[config.mk]
export PLATFORM = sky130hd
export DESIGN_NAME = pftr_top
export DESIGN_NICKNAME = d
export VERILOG_FILES = /design/src/rtl/pftr_pkg.sv /design/src/rtl/pftr_top.sv
export VERILOG_INCLUDE_DIRS = /design/src /design/src/rtl
export SDC_FILE = /design/constraint.sdc
export NUM_CORES = 1
export LEC_CHECK = 0
export BUFFER_PORTS_ARGS = -buffer_cell sky130_fd_sc_hd__buf_2
export CORE_ASPECT_RATIO = 0.9
export CORE_MARGIN = 2
export CORE_UTILIZATION = 55
export CTS_CLUSTER_SIZE = 40
export DETAILED_ROUTE_END_ITERATION = 10
export HOLD_SLACK_MARGIN = 0.03
export PLACE_DENSITY_LB_ADDON = 0.2
export SLEW_MARGIN = 25
export SYNTH_ARGS = -nofsm -noshare
export SYNTH_HDL_FRONTEND = slang
export SYNTH_SLANG_ARGS = --single-unit
[constraint.sdc]
create_clock -name clk_i -period 2.7 [get_ports clk_i]
set_input_delay 0.54 -clock clk_i [delete_from_list [all_inputs] [get_ports clk_i]]
set_output_delay 0.54 -clock clk_i [all_outputs]
set_load 0.05 [all_outputs]
[src/rtl/pftr_regs.svh]
// Codes and constants of the program flow trace status block
`ifndef PFTR_REGS_SVH
`define PFTR_REGS_SVH

// ==========================================================
// Fetch type status codes
`define PFTR_VF_NONE     3'h0
`define PFTR_VF_SEQ      3'h1
`define PFTR_VF_NTAKEN   3'h2
`define PFTR_VF_SYNC     3'h3
`define PFTR_VF_EXC      3'h4
`define PFTR_VF_INDIR    3'h5
`define PFTR_VF_DIRECT   3'h6
`define PFTR_VF_NTAKEN_F 3'h7
`define PFTR_QFLUSH_MAX  3'h5

// ==========================================================
// History flush status codes
`define PFTR_VFLS_DEBUG  2'h3

// ==========================================================
// Fetch show select codes and reset value
`define PFTR_FSS_ALL     2'h0
`define PFTR_FSS_COF     2'h1
`define PFTR_FSS_INDIR   2'h2
`define PFTR_FSS_SYNC    2'h3
`define PFTR_FSS_RST     2'h0

// ==========================================================
// Cycle type codes
`define PFTR_CT_NORMAL   4'h0
`define PFTR_CT_MARK     4'h1
`define PFTR_CT_EMUL     4'h2
`define PFTR_CT_PORT     4'h3
`define PFTR_CT_IBUS     4'h4
`define PFTR_CT_LBUS     4'h5
`define PFTR_CT_CNOCS    4'h6
`define PFTR_CT_IREG     4'h7
`define PFTR_CT_CS_BASE  4'h8

// ==========================================================
// Buffer shape
`define PFTR_FIFO_DEPTH  16
`define PFTR_ADDR_W      32

`endif

[src/rtl/pftr_pkg.sv]
// Types of the program flow trace status block
package pftr_pkg;

	// Fetch type reported by the core each clock
	typedef enum logic [2:0] {
		FK_NONE, FK_SEQ, FK_NTAKEN, FK_EXC, FK_INDIR, FK_DIRECT
	} pftr_kind_t;

	// Where a bus cycle goes
	typedef enum logic [2:0] {
		TG_EXT, TG_PORT, TG_EMUL, TG_IBUS, TG_LBUS, TG_IREG, TG_CNOCS,
		TG_CCS
	} pftr_target_t;

	// What the next status slot carries
	typedef enum logic [1:0] {
		ST_TYPE, ST_FLUSH, ST_DEBUG
	} pftr_state_t;

endpackage

[src/rtl/pftr_top.sv]
// Program flow trace status: status codes, show cycle filter, cycle queue
`timescale 1ns/1ps
`include "pftr_regs.svh"

// ==========================================================
// Show cycle queue
// Operation
// - Show select 00 every fetch, 01 all change-of-flow, 10 indirect only.
// - Select 11 shows only forced fetches with sync clear, indirect fetches with sync set.
// - New show select applies from the second instruction after the write.
// - Trace sync has no pin; debug port commands set and clear it.
// - Each sync change stalls fetch, tags next fetch and forces it visible.
// - Codes 000, 001, 010 are followed by more fetch type information.
// - Code 011 reports a sync change and tags the following fetch.
// - Code 100 reports an exception; its target fetch is tagged.
// - Codes 101, 110, 111 for indirect, direct taken and not taken branch.
// - Queue flush counts go out only in clocks with no fetch type.
// - A flush clock may carry 111 instead; flush counts never exceed five.
// - History flush status gives 0, 1 or 2 flushed instructions per clock.
// - History flush code 11 marks debug mode; trace capture ignores it.
// - In debug mode fetch type reads 000 and history flush reads 11.
// - A sync change during debug is the first report after debug ends.
// - Without a sync change the first report after debug is 101.
// - The first fetch after debug is tagged and made visible.
// - Cycle type 0000 normal, 0011 port replacement, 0111 internal register.
// - Code 0001 marks a reservation for data, indirect target for fetches.
// - Codes 0010 emulation, 0100 I-bus, 0101 L-bus, 0110 uncontrolled hit.
// - Codes 1000 to 1101 mark cache hits under the six chip selects.
// - Tagged fetch show cycles to internal or cache memory drive write/read low.
// - Every tagged cycle drives the address type bit high.
module pftr_fifo #(
	parameter int W = 38,
	parameter int D = 16
) (
	// Clock and reset
	input  wire logic          clk_i,
	input  wire logic          srst_i,
	// Filling side
	input  wire logic          in_valid_i,
	output logic               in_ready_o,
	input  wire logic [W-1:0]  in_data_i,
	// Draining side
	output logic               out_valid_o,
	input  wire logic          out_ready_i,
	output logic [W-1:0]       out_data_o,
	// Fill level
	output logic [$clog2(D):0] level_o
);
	localparam int AW = $clog2(D);
	logic [W-1:0]  mem_q [D];
	logic [AW-1:0] wr_q;
	logic [AW-1:0] rd_q;
	logic [AW:0]   cnt_q;
	logic          push;
	logic          pop;

	// Handshakes; full and empty come from the level
	assign in_ready_o  = (cnt_q != D[AW:0]);
	assign out_valid_o = (cnt_q != '0);
	assign push        = in_valid_i & in_ready_o;
	assign pop         = out_valid_o & out_ready_i;
	assign out_data_o  = mem_q[rd_q];
	assign level_o     = cnt_q;

	// Storage has no reset; only pointers and count need a defined value
	always_ff @(posedge clk_i) begin
		if (push) begin
			mem_q[wr_q] <= in_data_i;
		end
	end

	// Pointers wrap since depth is a power of two
	always_ff @(posedge clk_i) begin
		if (srst_i) begin
			wr_q  <= '0;
			rd_q  <= '0;
			cnt_q <= '0;
		end else begin
			wr_q  <= push ? wr_q + 1'b1 : wr_q;
			rd_q  <= pop ? rd_q + 1'b1 : rd_q;
			cnt_q <= cnt_q + {{AW{1'b0}}, push} - {{AW{1'b0}}, pop};
		end
	end
endmodule

// ==========================================================
// Trace status top
module pftr_top
	import pftr_pkg::*;
#(
	parameter int DEPTH  = `PFTR_FIFO_DEPTH,
	parameter int ADDR_W = `PFTR_ADDR_W
) (
	// Clock and reset
	input  wire logic              clk_i,
	input  wire logic              srst_i,
	// Core fetch status, one report per clock
	input  wire pftr_kind_t        fetch_kind_i,
	input  wire logic [2:0]        queue_flush_cnt_i,
	input  wire logic [1:0]        hist_flush_cnt_i,
	input  wire logic              debug_mode_i,
	output logic                   fetch_hold_o,
	// Show select move and instruction boundary
	input  wire logic              fss_wr_i,
	input  wire logic [1:0]        fss_data_i,
	input  wire logic              instr_done_i,
	output logic [1:0]             fetch_show_select_o,
	// Trace sync commands from the debug port logic
	input  wire logic              sync_set_i,
	input  wire logic              sync_clr_i,
	output logic                   trace_sync_o,
	// Bus cycle requests from the core
	input  wire logic              cyc_valid_i,
	output logic                   cyc_ready_o,
	input  wire logic              cyc_instr_i,
	input  wire pftr_target_t      cyc_target_i,
	input  wire logic [2:0]        cyc_cs_i,
	input  wire logic              cyc_resv_i,
	input  wire logic              cyc_write_i,
	input  wire logic [ADDR_W-1:0] cyc_addr_i,
	// Status pins
	output logic [2:0]             fetch_type_status_o,
	output logic [1:0]             history_flush_status_o,
	// External bus cycle, held until the bus takes it
	input  wire logic              bus_ack_i,
	output logic                   bus_valid_o,
	output logic [3:0]             cycle_type_code_o,
	output logic                   address_type_bit_o,
	output logic                   write_read_o,
	output logic [ADDR_W-1:0]      bus_addr_o
);
	localparam int RW = ADDR_W + 6;
	localparam int LW = $clog2(DEPTH) + 1;

	pftr_state_t    st_q, st_d;
	logic [2:0]     vf_q, vf_d;
	logic [1:0]     vfls_q, vfls_d;
	logic           sync_q, sync_chg, sync_nx;
	logic           sync_rep_q, rep_sync;
	logic           tag_q, force_q, cof_q;
	logic           tag_set, cof_set;
	logic [1:0]     fss_q, fss_new_q, fss_use;
	logic           fss_pend_q, fss_skip_q;
	logic           hold_q, ready_q;
	logic           accept, is_ext, show, push;
	logic [3:0]     ct;
	logic           wr_bit;
	logic [RW-1:0]  f_in, f_out;
	logic           f_in_rdy, f_out_vld, f_pop;
	logic [LW-1:0]  f_lvl;
	logic           bvalid_q;
	logic [RW-1:0]  bus_q;

	// ======================================================
	// Trace sync flag, driven only by debug port commands
	assign sync_nx  = sync_set_i ? 1'b1 : (sync_clr_i ? 1'b0 : sync_q);
	assign sync_chg = (sync_nx != sync_q);

	// Show select: old value covers the instruction after the move
	assign fss_use = (fss_pend_q & ~fss_skip_q) ? fss_new_q : fss_q;

	// ======================================================
	// Status report for this clock
	always_comb begin
		st_d     = st_q;
		vf_d     = `PFTR_VF_NONE;
		vfls_d   = hist_flush_cnt_i;
		rep_sync = 1'b0;
		tag_set  = 1'b0;
		cof_set  = 1'b0;
		if (debug_mode_i) begin
			vfls_d = `PFTR_VFLS_DEBUG;
			st_d   = ST_DEBUG;
		end else begin
			case (st_q)
				ST_DEBUG: begin
					tag_set = 1'b1;
					if (sync_rep_q) begin
						vf_d     = `PFTR_VF_SYNC;
						rep_sync = 1'b1;
						st_d     = ST_TYPE;
					end else begin
						vf_d = `PFTR_VF_INDIR;
						st_d = ST_FLUSH;
					end
				end
				ST_FLUSH: begin
					// Only a not-taken branch may take a flush slot
					if (fetch_kind_i == FK_NTAKEN) begin
						vf_d = `PFTR_VF_NTAKEN_F;
					end else begin
						vf_d = (queue_flush_cnt_i > `PFTR_QFLUSH_MAX) ?
							`PFTR_QFLUSH_MAX : queue_flush_cnt_i;
						st_d = ST_TYPE;
					end
				end
				ST_TYPE: begin
					if (sync_rep_q) begin
						// Fetch is held this clock, so no type is lost
						vf_d     = `PFTR_VF_SYNC;
						rep_sync = 1'b1;
						tag_set  = 1'b1;
					end else begin
						case (fetch_kind_i)
							FK_SEQ:    vf_d = `PFTR_VF_SEQ;
							FK_NTAKEN: vf_d = `PFTR_VF_NTAKEN;
							FK_EXC: begin
								vf_d    = `PFTR_VF_EXC;
								tag_set = 1'b1;
								st_d    = ST_FLUSH;
							end
							FK_INDIR: begin
								vf_d    = `PFTR_VF_INDIR;
								tag_set = 1'b1;
								st_d    = ST_FLUSH;
							end
							FK_DIRECT: begin
								vf_d    = `PFTR_VF_DIRECT;
								cof_set = 1'b1;
								st_d    = ST_FLUSH;
							end
							default:   vf_d = `PFTR_VF_NONE;
						endcase
					end
				end
				default: st_d = ST_TYPE;
			endcase
		end
	end

	// ======================================================
	// Bus cycle classification and show filter
	assign accept   = cyc_valid_i & ready_q;
	assign is_ext   = (cyc_target_i == TG_EXT);
	// Forced tags (sync change, debug exit) show under any select
	assign show = force_q | (fss_use == `PFTR_FSS_ALL)
		| ((fss_use == `PFTR_FSS_COF) & (tag_q | cof_q))
		| ((fss_use == `PFTR_FSS_INDIR) & tag_q)
		| ((fss_use == `PFTR_FSS_SYNC) & tag_q & sync_q);
	// Real external cycles and data always reach the bus
	assign push = accept & (~cyc_instr_i | is_ext | show);

	// Cycle type from target, tag and reservation
	assign ct =
		(cyc_target_i == TG_EXT) ?
			(((cyc_instr_i & tag_q) | (~cyc_instr_i & cyc_resv_i)) ?
			`PFTR_CT_MARK : `PFTR_CT_NORMAL) :
		(cyc_target_i == TG_PORT)  ? `PFTR_CT_PORT :
		(cyc_target_i == TG_IREG)  ? `PFTR_CT_IREG :
		(cyc_target_i == TG_EMUL)  ? `PFTR_CT_EMUL :
		(cyc_target_i == TG_IBUS)  ? `PFTR_CT_IBUS :
		(cyc_target_i == TG_LBUS)  ? `PFTR_CT_LBUS :
		(cyc_target_i == TG_CNOCS) ? `PFTR_CT_CNOCS :
		(`PFTR_CT_CS_BASE + {1'b0, cyc_cs_i});
	// Tagged internal or cache fetch drives write/read low
	assign wr_bit = cyc_instr_i ? ~(tag_q & ~is_ext
		& (cyc_target_i != TG_PORT)) : cyc_write_i;
	// Fetches carry the address type bit high
	assign f_in  = {ct, cyc_instr_i, wr_bit, cyc_addr_i};
	assign f_pop = ~bvalid_q | bus_ack_i;

	// Cycles wait here until the bus arbitration is won
	pftr_fifo #(
		.W (RW),
		.D (DEPTH)
	) u_fifo (
		.clk_i       (clk_i),
		.srst_i      (srst_i),
		.in_valid_i  (push),
		.in_ready_o  (f_in_rdy),
		.in_data_i   (f_in),
		.out_valid_o (f_out_vld),
		.out_ready_i (f_pop),
		.out_data_o  (f_out),
		.level_o     (f_lvl)
	);

	// ======================================================
	// Status pins and tracking flags
	always_ff @(posedge clk_i) begin
		if (srst_i) begin
			st_q       <= ST_TYPE;
			vf_q       <= `PFTR_VF_NONE;
			vfls_q     <= '0;
			sync_q     <= 1'b0;
			sync_rep_q <= 1'b0;
		end else begin
			st_q       <= st_d;
			vf_q       <= vf_d;
			vfls_q     <= vfls_d;
			sync_q     <= sync_nx;
			// A new change wins over the report that clears it
			sync_rep_q <= sync_chg | (sync_rep_q & ~rep_sync);
		end
	end

	// Tags live until the next fetch cycle consumes them
	always_ff @(posedge clk_i) begin
		if (srst_i) begin
			tag_q   <= 1'b0;
			force_q <= 1'b0;
			cof_q   <= 1'b0;
		end else begin
			tag_q   <= tag_set | (tag_q & ~(accept & cyc_instr_i));
			force_q <= (tag_set & (st_q == ST_DEBUG | rep_sync))
				| (force_q & ~(accept & cyc_instr_i));
			cof_q   <= cof_set | (cof_q & ~(accept & cyc_instr_i));
		end
	end

	// Show select takes effect one instruction late
	always_ff @(posedge clk_i) begin
		if (srst_i) begin
			fss_q      <= `PFTR_FSS_RST;
			fss_new_q  <= `PFTR_FSS_RST;
			fss_pend_q <= 1'b0;
			fss_skip_q <= 1'b0;
		end else if (fss_wr_i) begin
			fss_new_q  <= fss_data_i;
			fss_pend_q <= 1'b1;
			fss_skip_q <= 1'b1;
		end else if (fss_pend_q & instr_done_i) begin
			fss_skip_q <= 1'b0;
			fss_pend_q <= fss_skip_q;
			fss_q      <= fss_skip_q ? fss_q : fss_new_q;
		end
	end

	// Hold and ready are registered; two free slots cover the lag
	always_ff @(posedge clk_i) begin
		if (srst_i) begin
			hold_q  <= 1'b0;
			ready_q <= 1'b0;
		end else begin
			hold_q  <= sync_chg | (sync_rep_q & ~rep_sync);
			ready_q <= f_in_rdy
				& (f_lvl < LW'(DEPTH - 2)) & ~debug_mode_i;
		end
	end

	// Output stage for the external bus
	always_ff @(posedge clk_i) begin
		if (srst_i) begin
			bvalid_q <= 1'b0;
			bus_q    <= '0;
		end else if (f_pop) begin
			bvalid_q <= f_out_vld;
			bus_q    <= f_out_vld ? f_out : bus_q;
		end
	end

	assign fetch_type_status_o    = vf_q;
	assign history_flush_status_o = vfls_q;
	assign trace_sync_o           = sync_q;
	assign fetch_show_select_o    = fss_q;
	assign fetch_hold_o           = hold_q;
	assign cyc_ready_o            = ready_q;
	assign bus_valid_o            = bvalid_q;
	assign cycle_type_code_o      = bus_q[RW-1 -: 4];
	assign address_type_bit_o     = bus_q[ADDR_W+1];
	assign write_read_o           = bus_q[ADDR_W];
	assign bus_addr_o             = bus_q[ADDR_W-1:0];
endmodule

Yosys cells after proc, flatten, opt, wreduce, memory -nomap -nowiden

Memories as Yosys holds them, arrays and structs flattened. A register that Yosys moved wholly into a read port is not among the register bits.
Cells that the tools add are included.

Logic and storage cells: 151
Bits in registers: 33
Memories kept: 1
Input bits: 60
RAM bits: 608
Output and inout bits: 49

Memory list:

| memory       | depth | width | read ports | clocked after memory_dff | wr ports | line           | RTL |
|---|---|---|---|---|---|---|---|
| u_fifo.mem_q | 16    | 38    | 1          | 1                        | 1        | pftr_top.sv:50 | `logic [W-1:0] mem_q [D];` |

Reduce and logical (&&, ||, !) cells: 13
Add/sub/neg operators: 5
Mux-type cells: 42
$lt $le $gt $ge: 2
Eq/ne operators: 25
Bitwise gates (word level): 45

Operator list:

| kind                  | number |
|---|---|
| $mux W4               | 7 |
| $and A1 B1 Y1         | 22 |
| $mux W1               | 21 |
| $eq A3 B3 Y1 const B  | 5 |
| $pmux W3 S5           | 1 |
| $or A1 B1 Y1          | 14 |
| $eq A3 B2 Y1 const B  | 4 |
| $mux W2               | 6 |
| $mux W3               | 4 |
| $ne A3 B3 Y1 const B  | 3 |
| $not A1 Y1            | 9 |
| $pmux W3 S3           | 1 |
| $reduce_and A3 Y1     | 3 |
| $add A4 B1 Y4 const B | 2 |
| $eq A2 B2 Y1 const B  | 3 |
| $eq A3 B1 Y1 const B  | 2 |
| $ne A2 B2 Y1 const B  | 3 |
| $pmux W2 S3           | 1 |
| $reduce_or A2 Y1      | 3 |
| $add A5 B1 Y5         | 1 |
| $lt A5 B4 Y1 const B  | 1 |
| $ne A5 B5 Y1 const B  | 1 |
| $reduce_bool A5 Y1    | 1 |
| $sub A5 B1 Y5         | 1 |
| 11 further kinds      | 13 |

Depth between registers and ports, before layout

Gate-level depths: netlist (run 1).

Depth after elaboration: 13
Depth in mapped cells: 13
Gate-level depth less buffers: 13

Hierarchy

Synthesis (run 1) repeated with hierarchy kept, for this count alone.

Cell total of the unflattened synthesis: 1325
Area, all modules: 25974.9 µm²

By module, submodules not included:

| module    | cells an instance | times used | seq. area each (µm²) | area each (µm²) |
|---|---|---|---|---|
| pftr_fifo | 1041              | 1          | 18597.8              | 23623.9 |
| pftr_top  | 284               | 1          | 1161.1               | 2351.0 |

Worst setup path after synthesis (run 1)

Ideal clock, no wire load.

Kind: input-to-reg
From: input port cyc_target_i[2]
To: memory u_fifo.mem_q[10][0], enable pin
Slack: -0.208 ns
Data required time: 2.301 ns
Path buffers: 1
Stages: 5
Arrival time: 2.509 ns
Library setup time: 0.399 ns
Cell sequence: o311ai_1 -> nor3_1 -> nor3b_2 -> buf_6 -> and3_1

Longest elaborated chain between the ends: 7

Ends and longest elaborated chain:

| element                       | line            | RTL |
|---|---|---|
| from (decl)                   | pftr_top.sv:116 | `input wire pftr_target_t cyc_target_i,` |
| $logic_not A3 Y1              | pftr_top.sv:234 | `assign is_ext = (cyc_target_i == TG_EXT);` |
| $or A1 B1 Y1 (2 in series)    | pftr_top.sv:241 | `assign push = accept & (~cyc_instr_i \| is_ext \| show);` |
| $and A1 B1 Y1                 | pftr_top.sv:241 |  |
| $and A1 B1 Y1                 | pftr_top.sv:60  | `assign push = in_valid_i & in_ready_o;` |
| via u_fifo.push               | pftr_top.sv:54  | `logic push;` |
| $mux W1                       | pftr_top.sv:67  | `if (push) begin` |
| $mux W1 (implied by the code) | pftr_top.sv:68  | `mem_q[wr_q] <= in_data_i;` |
| to (decl)                     | pftr_top.sv:50  |  |

The timed path passes the listed nets, and every way through them passes these cells.

Final worst setup path (run 1)

From: register u_fifo.cnt_q[2] (netlist: u_fifo.level_o[2])
To: register u_fifo.cnt_q[4] (netlist: u_fifo.level_o[4])

Elaborated cells on any way between the ends: 6
Those cells by class: 2 x add/sub; 1 x eq/ne; 2 x bitwise; 1 x reduce/logical

RTL lines:

| element                | line           | RTL |
|---|---|---|
| from (decl)            | pftr_top.sv:53 | `logic [AW:0] cnt_q;` |
| from (signal assigned) | pftr_top.sv:81 | `cnt_q <= cnt_q + {{AW{1'b0}}, push} - {{AW{1'b0}}, pop};` |
| $reduce_bool A5 Y1     | pftr_top.sv:59 | `assign out_valid_o = (cnt_q != '0);` |
| $and A1 B1 Y1          | pftr_top.sv:61 | `assign pop = out_valid_o & out_ready_i;` |
| via u_fifo.pop         | pftr_top.sv:55 | `logic pop;` |
| $sub A5 B1 Y5          | pftr_top.sv:81 |  |

The timed path passes the listed nets, and every way through them passes these cells.
A chain may end at the register's enable or synchronous reset.

==> metrics.md, run 1 <==
| Metric | Value |
|---|---|
| CTS tree | built |
| Critical Path AT | around 3 ns |
| Pins Over Slew Limit | 0 |
| DRC Markers | 0 |
| Post-synth ARST share | 0% |
| Worst-skew pair later-pin latency | slightly below 0.6 ns |
| Leakage power | 10.02 nW |
| Synth cell types | 52 |
| FMAX | around 400 MHz |
| Detail Route Antenna Nets | 0 |
| Critical-path cell list | inv_1, ha_1, nor4b_4, nor2_2, ha_1, inv_1, ha_1, fa_1, a21oi_2, nor2_1, nor2_1, xor2_1, nor2_1 |
| Final Hold Viols | 0 |
| CP startpoint kind | flip-flop |
| Reg2Reg Setup Slack | approximately 0.2 ns |
| Register area | around 20000 um2 |
| Max_cap viols | 0 |
| Post-synth EDFFs | approximately 610 |
| P per Cell Area | roughly 890 nW/um2 |
| Top Family by Delay on Critical Path | adder cells |
| Most used DFF post-synth | edfxtp_1 |
| Placed Cells | slightly below 2k |
| Endpoint, Worst Hold | history_flush_status_o[1] |
| Commonest non-fill, non-tap cells in the layout | edfxtp_1 (608), buf_2 (108), mux4_2 (99) |
| Rows | 75 |
| Fillers | approximately 3.1k |
| P_sw | around 7.3 mW |
| Mean Syn Cell Area | 21.12 um2 |
| Routed vias/inst | roughly 6.1 |
| Setup Viol. Count Final | 0 |
| Comb pwr share | 21.0% |
| First-pass GRT wire length | roughly 82 mm |
| Cell depth of the worst hold path | 3 |
| Final std cells w/o fill | ~2.1k |
| Clk network pwr share | about a third |
| Worst min path class | input port to flip-flop |
| Routed WL per cell | ~26 um |
| CP max-delay cell | fa_1 |
| Multi-input logic area | 6042 um2 |
| Largest net degree at the start of global routing | 50 |
| Hold Crit Start | hist_flush_cnt_i[1] |
| CTS Hold Bufs | 0 |
| Mapped Area | 26080 um2 |
| Seq/Total Area, Yosys | 75.44% |
| Clock skew | about 0.025 ns |
| Vias | 12.77k |
| Initial antenna violation count | 2 |
| Crit. End Element | flip-flop |
| FF+latch count, synth | 679 |
| Cell Int Power | about 20 mW |
| Total iterations of the first detailed-routing run | 5 |
| Kind of critical path | flip-flop to flip-flop |
| Syn Inst Count | between 1k and 1.5k |
| HPWL after DPL | approximately 33 mm |
| Nets | 1489 |
| Vias in the first global route | approximately 13k |
| Period utilization | between 90% and 100% |
| Die Y | roughly 210 um |
| RSZ-0062 raised after global routing | no |
| Max-slew headroom | 52.93% |
| DRT iter0 DRCs | approximately 1.3k |
| Post-Route WL | between 50 and 60 mm |
| Mapped Nets | ~1.3k |
| Final Power | approximately 27 mW |
| Num Clock Sinks | around 680 |
| # IOs | roughly 110 |
| Tightest Pin Transition | between 0.7 and 0.8 ns |
| Horiz. Die Dim | ~230 um |
| # port buffers | between 100 and 150 |
| CTS clk-pin slew, worst paths | ~0.060 ns |
| GR Overflow Total | 0 |
| Initial core utilization | ~56% |
| CTS root buf | clkbuf_16 |
| CTS HTree Levels | 3 |
| Reg-to-reg endpoint | u_fifo.level_o[4] |
| VDD IR max | between 0.5 and 0.6 mV |
| Area Overhead vs Synth | 16.00% |
| Slowest Stage Delay on Critical Path | around 0.45 ns |
| Core area | 46730 um2 |
| Worst r2r src | u_fifo.level_o[2] |
| CTS Buf Count | 67 |
| Clock buffer depth | 3 |
| Total GRT Usage | 23.02% |
| Status | finished, final reports clean |
| Worst reg2reg path depth | 13 |
| Worst EP required | 3.15 ns |
| GP Congestion | roughly 0.76 |
| Worst path buffer plus inverter count | 2 |
| Die area | slightly below 50000 um2 |
| Share of layout cells above drive strength 1 | between 30% and 40% |
| Share of power burned in registers | between 40% and 50% |
| Crit-path max FO | 3 |
| Period minus WS final | between 2 and 3 ns |
| Commonest non-fill, non-tap cell in the layout | edfxtp_1 |
| Sw Share | about 27% |
| Yosys warning count | 0 |
==> timing repair <==
action / in CTS / in global routing
setup endpoints to repair: 0 / 1
buffers inserted: 0 / 0
gates resized for setup: 0 / 1
==> registers in the layout (all words and copies together), names as in the netlist, 3 cells and up <==
signal	count
u_fifo.rd_q	4
u_fifo.level_o	5
u_fifo.wr_q	4
fetch_type_status_o	3
bus_q	38
u_fifo.mem_q	608
==> cells in the mapped netlist (2+ instances only) <==
cell	n	area share [%]
buf_1	11	0.16
inv_1	14	0.20
a21oi_1	19	0.36
and2_1	5	0.12
mux2i_1	5	0.19
and3_1	13	0.31
xnor2_1	4	0.13
a31oi_1	2	0.048
ha_1	13	0.62
nand3_1	2	0.038
nand4_1	2	0.048
buf_6	11	0.47
a211oi_1	2	0.058
xor2_1	3	0.10
dfxtp_1	71	5.4
buf_2	21	0.40
nor3_1	6	0.12
nor2_1	33	0.47
mux4_2	99	8.5
nand2b_1	5	0.12
a22oi_1	60	1.7
edfxtp_1	608	70
and4b_1	2	0.077
mux4_1	53	5.3
buf_4	2	0.058
nor4_1	2	0.048
clkbuf_1	18	0.26
o21ai_0	6	0.12
nor2b_1	11	0.26
nand2_1	54	0.78
mux2_2	42	1.8
a22oi_2	16	0.77
==> worst max-delay path by stage <==
stage,start,to,slack [ns],cells past startpoint
finish,u_fifo.level_o[2],u_fifo.level_o[4],0.20,13
global route,u_fifo.level_o[2],u_fifo.level_o[4],0.02,13
CTS,fss_skip_q,u_fifo.level_o[4],0.16,11
detailed placement,cyc_target_i[2],u_fifo.level_o[4],-0.008,11
global placement,cyc_target_i[2],u_fifo.level_o[4],0.07,11
floorplan,cyc_target_i[2],u_fifo.mem_q[11][0],0.01,4
==> worst reg2reg max path: cells and delay by family, from the launching register on <==
kind / cells / cell delay (ns)
and+or+nand+nor: 5 / 0.52
xor gates and xnor gates: 1 / 0.16
adders and majority gates: 4 / 1.10
buffers and inverters: 2 / 0.11
AOI/OAI and AO/OA: 1 / 0.16
DFF: 1 / 0.33
==> through the flow <==
step | util, % | setup TNS (ns) | hold WS [ns] | cell area (um2) | worst slack, ns
after global routing | 64.74 | 0 | 0.1536 | 30260 | 0.01919
after detailed placement | 60.07 | -0.008404 | 0.4599 | 28070 | -0.008404
after global placement | 60.07 | 0 | 0.4522 | 28070 | 0.07358
after CTS | 64.72 | 0 | 0.1510 | 30250 | 0.1567
after floorplan | - | 0 | 0.4363 | 26100 | 0.01150
final | 64.74 | 0 | 0.1738 | 30260 | 0.1996
==> area by class of cell <==
class                      count  share of cell area [%]
timing repair buffer         174                   5.037
antenna                        1                0.008271
clock buffer                 100                   6.455
inverter                      14                  0.1737
sequential                   679                   65.08
multi-input combinational    479                   19.97
tap                          616                   2.547
clock inverter                23                  0.7319
==> power groups by stage <==
stage | sequential, mW | combinational (mW) | clock, mW
3_3_place_gp | 12.4 | 5.62 | 0
4_1_cts | 12.2 | 5.70 | 9.24
5_1_grt | 12.2 | 6.01 | 9.66
6_report | 12.2 | 5.65 | 9.08
2_1_floorplan | 13.2 | 3.39 | 0
3_5_place_dp | 12.4 | 5.67 | 0
==> per-layer routing <==
metal  part of all wire [%]  track usage, %
met5                  0.022               0
met4                    1.8           5.456
met3                    7.0           4.735
met2                     47           34.70
met1                     44           35.14
==> kinds of logic after synthesis <==
family / synth area share (%)
DFF: 75.44
buffers and inverters: 1.554
AOI/OAI and AO/OA: 3.449
muxes: 15.89
adders and majority gates: 0.7004
and+or+nand+nor: 2.725
xor gates and xnor gates: 0.2351
Power figures use the tool's default switching activity.
==> inputs of run 2 (changes only) <==
--- a/config.mk
+++ b/config.mk
@@ -13,7 +13,9 @@
 export CTS_CLUSTER_SIZE = 40
 export DETAILED_ROUTE_END_ITERATION = 10
 export HOLD_SLACK_MARGIN = 0.03
+export MAX_ROUTING_LAYER = met4
 export PLACE_DENSITY_LB_ADDON = 0.2
+export REMOVE_ABC_BUFFERS = 1
 export SLEW_MARGIN = 25
 export SYNTH_ARGS = -nofsm -noshare
 export SYNTH_HDL_FRONTEND = slang
==> metrics.md, run 2 (synthesis gave the netlist of run 1 again) <==
| Metric | Value |
|---|---|
| VDD IR max | 0.6014 mV |
| CTS root buf | clkbuf_16 |
| Num Clock Sinks | approximately 680 |
| Routed WL per cell | 26.00 um |
| Vias in the first global route | 13.11k |
| Largest net degree at the start of global routing | between 40 and 50 |
| FMAX | 408.8 MHz |
| Leakage power | roughly 10 nW |
| Crit. End Element | flip-flop |
| Critical-path cell list | inv_1, ha_1, nor4b_4, nor2_2, ha_1, inv_1, ha_1, fa_2, a21oi_1, nor2_1, nor2_1, xor2_1, nor2_1 |
| Detail Route Antenna Nets | 0 |
| Area Overhead vs Synth | 16.25% |
| CTS HTree Levels | 3 |
| Total iterations of the first detailed-routing run | 5 |
| P per Cell Area | 886.7 nW/um2 |
| Die Y | about 210 um |
| # IOs | roughly 110 |
| Clock skew | about 0.033 ns |
| Biggest register | u_fifo.mem_q |
| DRC Markers | 0 |
| Initial core utilization | a little under three fifths |
| Final Util | ~65% |
| Final Power | 26.89 mW |
| HPWL after DPL | about 32 mm |
| Commonest non-fill, non-tap cells in the layout | edfxtp_1 (608), buf_2 (108), mux4_2 (99) |
| Worst reg2reg path depth | 13 |
| Max_cap viols | 0 |
| Post-Route WL | ~55 mm |
| Share of layout cells above drive strength 1 | about a third |
| Nets | 1502 |
| Period minus WS final | around 2.4 ns |
| CP max-delay cell | fa_2 |
| Cell depth of the worst hold path | 3 |
| Worst EP required | between 3 and 4 ns |
| Rows | 75 |
| Total GRT Usage | between 20% and 30% |
| Commonest non-fill, non-tap cell in the layout | edfxtp_1 |
| DRT iter0 DRCs | 1079 |
| GR Overflow Total | 0 |
| Top Family by Delay on Critical Path | adder cells |
| Die area | 49180 um2 |
| RSZ-0062 raised after global routing | no |
| Worst path buffer plus inverter count | 2 |
| Setup Viol. Count Final | 0 |
| Status | finished, final reports clean |
| First-pass GRT wire length | between 80 and 90 mm |
| GP Congestion | roughly 0.79 |
| Crit-path max FO | 3 |
| Critical Path AT | approximately 2.9 ns |
| Vias | 12.82k |
| Worst min path class | input port to flip-flop |
| Max-slew headroom | about half |
| # port buffers | ~110 |
| CTS tree | built |
| Fillers | ~3.1k |
| Slowest Stage Delay on Critical Path | between 0.3 and 0.4 ns |
| Final Hold Viols | 0 |
| Worst-skew pair later-pin latency | about 0.6 ns |
| Kind of critical path | flip-flop to flip-flop |
| Pins Over Slew Limit | 0 |
| Horiz. Die Dim | around 230 um |
| Routed vias/inst | slightly above 6 |
| Initial antenna violation count | 1 |
| Clock buffer depth | 3 |
| CTS Buf Count | about 70 |
| Period utilization | between 90% and 100% |
| Instance count on the critical path | 13 |
| CTS clk-pin slew, worst paths | ~0.060 ns |
| Max reg flops | about 610 |
| CP startpoint kind | flip-flop |
| Core area | roughly 47000 um2 |
| Tightest Pin Transition | between 0.7 and 0.8 ns |
## run 2: cell type report
type | instances | area [um2] | area share [%]
flip-flops and latches | 679 | 19690 | 64.93
multi-input cells | 479 | 6041 | 19.92
clock buffers | 90 | 1898 | 6.260
repair buffers | 186 | 1602 | 5.282
well taps | 616 | 770.7 | 2.542
clock inverters | 35 | 269.0 | 0.8871
inverters | 14 | 52.55 | 0.1733
diodes | 1 | 2.502 | 0.008253
## run 2: worst paths after layout
path,startpoint,endpoint,slack [ns]
min reg2reg,force_q,force_q,0.47
max,u_fifo.level_o[2],u_fifo.level_o[4],0.25
min,hist_flush_cnt_i[0],history_flush_status_o[0],0.17
max reg2reg,u_fifo.level_o[2],u_fifo.level_o[4],0.25
## run 2: where the power goes
part / internal [mW] / switching [mW] / total [mW]
Clock: 5.26 / 3.83 / 9.09
Combinational: 2.49 / 3.10 / 5.59
Sequential: 11.8 / 0.369 / 12.2
## run 2: stage by stage
| step | hold slack [ns] | cell area (um2) | cells | setup slack, ns | TNS, ns |
|---|---|---|---|---|---|
| 2_1_floorplan | 0.4303 | 25730 | 1172 | -4.380 | -319.08 |
| 3_3_place_gp | 0.4554 | 28150 | 1974 | 0.05947 | 0 |
| 3_5_place_dp | 0.4561 | 28150 | 1974 | 0.06317 | 0 |
| 4_1_cts | 0.1397 | 30310 | 2099 | 0.1891 | 0 |
| 5_1_grt | 0.1506 | 30320 | 2100 | 0.02306 | 0 |
| 6_report | 0.1699 | 30320 | 2100 | 0.2535 | 0 |
## run 2: metal layers
layer  GRT usage [%]  vias up  wire (um)
li1                -     5560          -
met1           33.75     6729      23390
met2           35.90      455      26520
met3           5.032       79       3824
met4           5.151        0        874
met5               -        -          0
## run 2: worst min-delay path: cells and delay by family
kind,cells,cell delay (ns)
buffers and inverters,1,0.08
AND/OR/NAND/NOR,2,0.09
## run 2: repair_timing
| item | 4_1_cts | 5_1_grt |
|---|---|---|
| setup buffers | 0 | 0 |
| resized for setup | 0 | 1 |
| setup endpoints to repair | 0 | 1 |
| hold buffers | 0 | 0 |
